File: src/logic/evcnt_map.svh
// constants for the event counter block
`ifndef EVCNT_MAP_SVH
`define EVCNT_MAP_SVH
`define CLK_HZ 32'h02FA_F080
`define TICK_1S_NS 32'h3B9A_CA00
`define TICK_200MS_NS 32'h0BEB_C200
`define CLK_PERIOD_NS 32'h0000_0014
`define THRESH_DEFAULT 32'h0000_0064
`define PERIOD_DEFAULT 16'h003C
`define TIME_LIMIT 16'hA8C0
`define EVENT_LIMIT 32'hEE6B_2800
`define TICKS_200MS_PER_S 3'h5
`endif

File: src/logic/evcnt_pkg.sv
// types shared by the event counter block
package evcnt_pkg;
  typedef enum logic [1:0] {
    MODE_FREE = 2'b00,
    MODE_TIMED = 2'b01,
    MODE_EVENTS = 2'b10
  } mode_t;
  typedef enum logic [1:0] {
    ITEM_MODE = 2'b00,
    ITEM_THRESH = 2'b01,
    ITEM_PERIOD = 2'b10,
    ITEM_RUN = 2'b11
  } item_t;
  typedef enum logic {
    ST_IDLE = 1'b0,
    ST_RUN = 1'b1
  } run_state_t;
endpackage

File: src/logic/event_counter.sv
// event counter with free, timed and events modes and trigger output
//
// Notes on behaviour
// one event per rising edge of event input pin, never falling edges.
// free mode counts time and events until stopped or limited.
// timed mode counts events for preset seconds, then stops.
// events mode times until count reaches threshold, then stops.
// threshold defaults to 100; reset command restores 100.
// threshold editable only in events mode; otherwise ignored.
// period editable only in timed mode, default 60 seconds.
// start/stop command toggles run; starting clears counts.
// outputs published each second while running, held after stop.
// limits are 43200 seconds and 4e9 events.
// exceeding any limit stops counting automatically.
// event limit and threshold checked only every 200 ms.
// enabled trigger output is high exactly while counting.
// select steps mode, threshold, period, start/stop; inc/dec edit.
// ticks come from clock dividers; reset clears all counters.
`timescale 1ns/10ps
`include "evcnt_map.svh"
module event_counter (
  input wire logic clock,
  input wire logic rst_n,
  input wire logic event_input_pin,
  input wire logic sel_next,
  input wire logic inc,
  input wire logic dec,
  input wire logic set_default,
  input wire logic start_stop,
  input wire logic trig_enable,
  output evcnt_pkg::mode_t mode,
  output evcnt_pkg::item_t item,
  output logic [31:0] threshold,
  output logic [15:0] period,
  output logic running,
  output logic [31:0] shown_events,
  output logic [15:0] shown_seconds,
  output logic trigger_out
);
  import evcnt_pkg::*;

  // ----------------------------------------------------------
  // timing ticks
  // ----------------------------------------------------------
  localparam logic [31:0] CYC_200MS = 32'(`TICK_200MS_NS / `CLK_PERIOD_NS);

  logic [31:0] div_ff;
  logic [2:0] sub_ff;
  logic tick_200ms;
  logic tick_1s;
  logic [2:0] pin_sync_ff;
  logic pin_level_ff;
  logic event_pulse;
  mode_t mode_ff;
  item_t item_ff;
  logic [31:0] thresh_ff;
  logic [15:0] period_ff;
  run_state_t state_ff;
  logic [31:0] events_ff;
  logic [15:0] seconds_ff;
  logic [31:0] shown_events_ff;
  logic [15:0] shown_seconds_ff;
  logic trig_ff;
  logic stop_now;
  logic start_now;

  // one 200 ms divider; the second tick is every fifth, so they align
  always_ff @(posedge clock or negedge rst_n) begin
    if (!rst_n) begin
      div_ff <= 32'h0000_0000;
      sub_ff <= 3'h0;
    end else if (state_ff == ST_IDLE) begin
      div_ff <= 32'h0000_0000;
      sub_ff <= 3'h0;
    end else if (tick_200ms) begin
      div_ff <= 32'h0000_0000;
      sub_ff <= (sub_ff == `TICKS_200MS_PER_S - 3'h1) ? 3'h0 : sub_ff + 3'h1;
    end else begin
      div_ff <= div_ff + 32'h0000_0001;
    end
  end

  assign tick_200ms = (div_ff == CYC_200MS - 32'h0000_0001);
  assign tick_1s = tick_200ms && (sub_ff == `TICKS_200MS_PER_S - 3'h1);

  // ----------------------------------------------------------
  // event pin: three flops, change counts when stages two and three agree
  // ----------------------------------------------------------
  always_ff @(posedge clock or negedge rst_n) begin
    if (!rst_n) begin
      pin_sync_ff <= 3'b000;
      pin_level_ff <= 1'b0;
    end else begin
      pin_sync_ff <= {pin_sync_ff[1:0], event_input_pin};
      if (pin_sync_ff[1] == pin_sync_ff[2])
        pin_level_ff <= pin_sync_ff[2];
    end
  end

  // only a low-to-high change of the filtered level is an event
  assign event_pulse = (pin_sync_ff[1] == pin_sync_ff[2]) &&
                       pin_sync_ff[2] && !pin_level_ff;

  // ----------------------------------------------------------
  // settings menu
  // ----------------------------------------------------------
  always_ff @(posedge clock or negedge rst_n) begin
    if (!rst_n)
      item_ff <= ITEM_MODE;
    else if (sel_next)
      item_ff <= item_t'(item_ff + 2'b01);
  end

  // mode change is refused while counting to keep results coherent
  always_ff @(posedge clock or negedge rst_n) begin
    if (!rst_n) begin
      mode_ff <= MODE_FREE;
    end else if (item_ff == ITEM_MODE && state_ff == ST_IDLE) begin
      case (mode_ff)
        MODE_FREE: begin
          if (inc) mode_ff <= MODE_TIMED;
          else if (dec) mode_ff <= MODE_EVENTS;
        end
        MODE_TIMED: begin
          if (inc) mode_ff <= MODE_EVENTS;
          else if (dec) mode_ff <= MODE_FREE;
        end
        MODE_EVENTS: begin
          if (inc) mode_ff <= MODE_FREE;
          else if (dec) mode_ff <= MODE_TIMED;
        end
        default: mode_ff <= MODE_FREE;
      endcase
    end
  end

  // threshold, saturating between 1 and the event limit
  always_ff @(posedge clock or negedge rst_n) begin
    if (!rst_n) begin
      thresh_ff <= `THRESH_DEFAULT;
    end else if (item_ff == ITEM_THRESH && mode_ff == MODE_EVENTS) begin
      if (set_default)
        thresh_ff <= `THRESH_DEFAULT;
      else if (inc && thresh_ff < `EVENT_LIMIT)
        thresh_ff <= thresh_ff + 32'h0000_0001;
      else if (dec && thresh_ff > 32'h0000_0001)
        thresh_ff <= thresh_ff - 32'h0000_0001;
    end
  end

  // period in seconds, kept between 1 and the time limit
  always_ff @(posedge clock or negedge rst_n) begin
    if (!rst_n) begin
      period_ff <= `PERIOD_DEFAULT;
    end else if (item_ff == ITEM_PERIOD && mode_ff == MODE_TIMED) begin
      if (set_default)
        period_ff <= `PERIOD_DEFAULT;
      else if (inc && period_ff < `TIME_LIMIT)
        period_ff <= period_ff + 16'h0001;
      else if (dec && period_ff > 16'h0001)
        period_ff <= period_ff - 16'h0001;
    end
  end

  // ----------------------------------------------------------
  // run control
  // ----------------------------------------------------------
  assign start_now = start_stop && item_ff == ITEM_RUN && state_ff == ST_IDLE;

  // time stops are exact on the second; event checks only at 200 ms
  always_comb begin
    stop_now = 1'b0;
    if (state_ff == ST_RUN) begin
      if (start_stop && item_ff == ITEM_RUN)
        stop_now = 1'b1;
      if (tick_1s && seconds_ff + 16'h0001 >= `TIME_LIMIT)
        stop_now = 1'b1;
      if (tick_1s && mode_ff == MODE_TIMED &&
          seconds_ff + 16'h0001 >= period_ff)
        stop_now = 1'b1;
      if (tick_200ms && events_ff > `EVENT_LIMIT)
        stop_now = 1'b1;
      if (tick_200ms && mode_ff == MODE_EVENTS && events_ff >= thresh_ff)
        stop_now = 1'b1;
    end
  end

  always_ff @(posedge clock or negedge rst_n) begin
    if (!rst_n)
      state_ff <= ST_IDLE;
    else if (start_now)
      state_ff <= ST_RUN;
    else if (stop_now)
      state_ff <= ST_IDLE;
  end

  // working counters, cleared on each start
  always_ff @(posedge clock or negedge rst_n) begin
    if (!rst_n) begin
      events_ff <= 32'h0000_0000;
      seconds_ff <= 16'h0000;
    end else if (start_now) begin
      events_ff <= 32'h0000_0000;
      seconds_ff <= 16'h0000;
    end else if (state_ff == ST_RUN) begin
      if (event_pulse && events_ff != 32'hFFFF_FFFF)
        events_ff <= events_ff + 32'h0000_0001;
      if (tick_1s)
        seconds_ff <= seconds_ff + 16'h0001;
    end
  end

  // published values: each second, at start and at stop; held when idle
  always_ff @(posedge clock or negedge rst_n) begin
    if (!rst_n) begin
      shown_events_ff <= 32'h0000_0000;
      shown_seconds_ff <= 16'h0000;
    end else if (start_now) begin
      shown_events_ff <= 32'h0000_0000;
      shown_seconds_ff <= 16'h0000;
    end else if (stop_now || tick_1s) begin
      shown_events_ff <= events_ff + ((event_pulse &&
        events_ff != 32'hFFFF_FFFF) ? 32'h0000_0001 : 32'h0000_0000);
      shown_seconds_ff <= seconds_ff + (tick_1s ? 16'h0001 : 16'h0000);
    end
  end

  // trigger follows the run state when enabled
  always_ff @(posedge clock or negedge rst_n) begin
    if (!rst_n)
      trig_ff <= 1'b0;
    else
      trig_ff <= trig_enable && (start_now ||
                 (state_ff == ST_RUN && !stop_now));
  end

  assign mode = mode_ff;
  assign item = item_ff;
  assign threshold = thresh_ff;
  assign period = period_ff;
  assign running = (state_ff == ST_RUN);
  assign shown_events = shown_events_ff;
  assign shown_seconds = shown_seconds_ff;
  assign trigger_out = trig_ff;
endmodule

File: config.mk
export PLATFORM = sky130hd
export DESIGN_NAME = event_counter
export DESIGN_NICKNAME = d
export VERILOG_FILES = /design/src/logic/evcnt_pkg.sv /design/src/logic/event_counter.sv
export VERILOG_INCLUDE_DIRS = /design/src /design/src/logic
export SDC_FILE = /design/constraint.sdc
export NUM_CORES = 1
export LEC_CHECK = 0
export ABC_AREA = 1
export BUFFER_PORTS_ARGS = -buffer_cell sky130_fd_sc_hd__buf_4
export CORE_UTILIZATION = 56
export CTS_CLUSTER_SIZE = 25
export DETAILED_ROUTE_END_ITERATION = 8
export PLACE_DENSITY = 0.75
export SYNTH_ARGS = -nofsm -noshare
export SYNTH_HDL_FRONTEND = slang
export SYNTH_SLANG_ARGS = --single-unit
export TNS_END_PERCENT = 5
File: constraint.sdc
create_clock -name clock -period 3.3 [get_ports clock]
set_clock_uncertainty 0.05 [all_clocks]
set_input_delay 0.99 -clock clock [delete_from_list [all_inputs] [get_ports clock]]
set_output_delay 0.99 -clock clock [all_outputs]
set_load 0.005 [all_outputs]
==> run metrics <==
Fmax 323 MHz; #FFs+latches synth 189; top area cells in the synthesized netlist dfrtp_1 (32%), nand2_1 (14%), nor2_1 (6.8%); Flop pwr share 32.8%; CP max FO 4; crit-path most repeated cell inv_1; Crit Reg-Reg Endpoint shown_events[30]; syn_nets 2173; Routed Antenna Nets 0; final setup fails 0; Crit-path slowest cell dfrtp_1; RSZ-0062 raised after global routing yes; TritonRoute pass-1 iters 6; worst r2r path cells 19; hold bufs inserted after CTS 0; hold path endpoint pin_sync_ff[1]; net load switching power between 0.005 and 0.006 W; Reg2Reg Setup Slack 0.20 ns; initial antenna violation count 0; Starting Density 56.8%; worst-margin pin slew between 1 and 1.5 ns; Area Growth Syn to Fin 14.8%; Nets 2281; register area 4740 um2; CTS Root Cell clkbuf_16; drt wl/cell ~17 um; FILL cells roughly 2.3k; vias per inst roughly 5.7; PwrDens roughly 730 nW/um2; Total GRT Usage 33.3%; Synth Flop Type dfrtp_1; Netlist Area Pre-Place ~14000 um2; min-delay src pin_sync_ff[0]; Min-Delay Path Class reg2reg; Critical Path RT approximately 3.6 ns; core area between 20000 and 30000 um2; Synth Area per Inst 6.81 um2; startpoint types flip-flop; Synth top area share 31.9%; row count 58; Pins Over Slew Limit 0; total number of vias 14.6k; outcome finished, final reports clean; first-pass GRT wire length 69.5 mm; grt ovf 0; post-route minimum period 3.10 ns; CP top delay family simple AND/OR/NAND/NOR gates; Routed Wire Length 42.4 mm; reg-to-reg critical path startpoint events_ff[9]; Synth warnings 0; post-synth top area cell dfrtp_1; Pint approximately 0.0064 W; TritonCTS Buffers 17; leakage power 7.52 nW; DIE WIDTH 162 um; num ports between 100 and 150; gpl congestion 1.03; clk_lat worst skew 0.46 ns; Final Hold Viols 0; worst-path cell chain inv_1 -> nor4_4 -> nand2_2 -> nor2_2 -> nand3_1 -> and2_1 -> ha_1 -> ha_2 -> inv_1 -> nor2_2 -> inv_1 -> nor2_1 -> inv_1 -> nor2_4 -> nand2_1 -> xor2_1 -> nor2_1 -> nand2_1 -> nand2_1; Clock Pin Slew Worst Setup and Hold Paths 0.09 ns; footprint of the multi-input gates 8430 um2; largest net degree at the start of global routing between 50 and 60; port bufs 110; CP Buf/Inv Count 4; number of synthesized flops with an enable pin 0; TritonCTS clock tree done; Gate power share just under 50%; die area 26100 um2; cell count after synthesis 2095; Seq/Total Area, Yosys 33.2%; post-layout util 65.2%; max_slew headroom a little over a quarter; Iter 0 DRT Violations about 1.2k; setup TNS 0 ns; Clock Sinks 189; fraction of registers with async set/reset 100%; die height 162 um; H-Tree Depth 4; VDD IR max 439 uV; CTS max path bufs 2; slowest stage delay, CP 0.39 ns; diode count 0; clock share of power 18.2%; share of cells above drive strength 1 12.5%; final period utilization 93.9%; Power, Total 0.0120 W; hold path cells 0; critical path endpoint category flip-flop; fin area 16400 um2; placed instance area ~16000 um2; CP arrival 3.40 ns; Crit Path Class reg2reg; hpwl dp roughly 32 mm; Net Sw Frac 47.1%; Max-cap violations 0; DRC 0; Synth cell types 47; vias in the first global route 13.6k
[worst max-delay path by stage]
stage,from,to,cells after the start
final,events_ff[9],shown_events[30],19
after global routing,div_ff[0],shown_seconds[11],19
after CTS,events_ff[0],shown_events[30],20
after detailed placement,events_ff[0],shown_events[20],20
after global placement,events_ff[0],shown_events[20],20
after floorplan,seconds_ff[0],shown_events[21],18
[area by class of cell]
class | instances | area share (%)
clock buffer | 18 | 2.68
clock inverter | 14 | 1.14
inverter | 208 | 4.77
multi-input combinational | 1610 | 51.5
sequential | 189 | 29.0
tap | 330 | 2.52
timing repair buffer | 177 | 8.48
[what timing repair did]
| item | in CTS | in global routing |
|---|---|---|
| hold endpoints to repair | 0 | 0 |
| setup endpoints to repair | 2 | 49 |
| resized for setup | 2 | 31 |
| pin swaps | 0 | 4 |
| buffers inserted | 0 | 6 |
[cells in the mapped netlist, drive strengths merged, types with 2 or more instances]
library cell,number
a31oi,6
inv,206
o211ai,11
o22ai,7
nand2,561
nor3,71
o21ai,139
ha,69
o21a,5
xor2,108
o2111ai,3
nand4,61
o31ai,7
nor3b,4
dfstp,7
a21boi,2
o21bai,2
dfrtp,182
nand3b,2
clkbuf,50
nor4,39
clkinv,2
and3,5
a21oi,70
nor2,270
buf,38
nand3,154
xnor2,6
a211oi,2
[cell families after synthesis]
logic type	after synthesis	share of synthesized area, %
compound gates	258	9.84
xor+xnor	114	7.00
fa+ha+maj	69	6.05
buf+inv	296	8.41
flops	189	33.2
mux	1	0.0789
simple gates	1168	35.4
[per-stage QoR]
stage / hold slack, ns / cells / worst slack [ns]
4_1_cts: 0.307 / 2540 / 0.0295
6_report: 0.307 / 2546 / 0.201
3_5_place_dp: 0.288 / 2508 / -0.00941
2_1_floorplan: 0.281 / 2095 / 0.447
3_3_place_gp: 0.299 / 2508 / 0.0543
5_1_grt: 0.325 / 2546 / -0.0365
[layer usage]
layer	global-route usage [%]	routed length, um	up-vias
li1	-	-	7104
met1	45.1	18600	6868
met2	55.7	20200	511
met3	4.24	2600	80
met4	9.99	924	0
met5	0	0	-
[cells in the final DEF (no fill, tap or decap), types with 3 or more instances in the layout]
cell type	instances
nand2_1	549
nor2_1	243
inv_1	201
dfrtp_1	177
buf_4	171
nand3_1	152
o21ai_0	119
xor2_1	108
a21oi_1	70
nor3_1	69
ha_1	67
nand4_1	60
nor4_1	37
nor2_2	20
o21ai_1	20
clkbuf_16	17
nand2_2	12
o211ai_1	11
nor2_4	7
o31ai_1	7
o22ai_1	7
clkinv_8	7
dfstp_2	7
xnor2_1	6
inv_2	5
and3_1	5
o21a_1	5
a31oi_1	5
dfrtp_2	5
nor3b_1	4
buf_12	4
o2111ai_1	3
[flip-flops by register name, indices dropped and copies added, names as in the netlist, 2 cells and up]
register,count
div_ff,32
events_ff,32
item,2
mode,2
period,16
pin_sync_ff,3
seconds_ff,16
shown_events,32
shown_seconds,16
sub_ff,3
threshold,32
[power groups by stage]
stage          combinational, W  clock, W  sequential, W
2_1_floorplan           0.00397         0        0.00358
3_3_place_gp            0.00559         0        0.00394
3_5_place_dp            0.00574         0        0.00394
4_1_cts                 0.00579   0.00220        0.00391
5_1_grt                 0.00665   0.00228        0.00402
6_report                0.00588   0.00218        0.00393
Power figures use the tool's default switching activity.
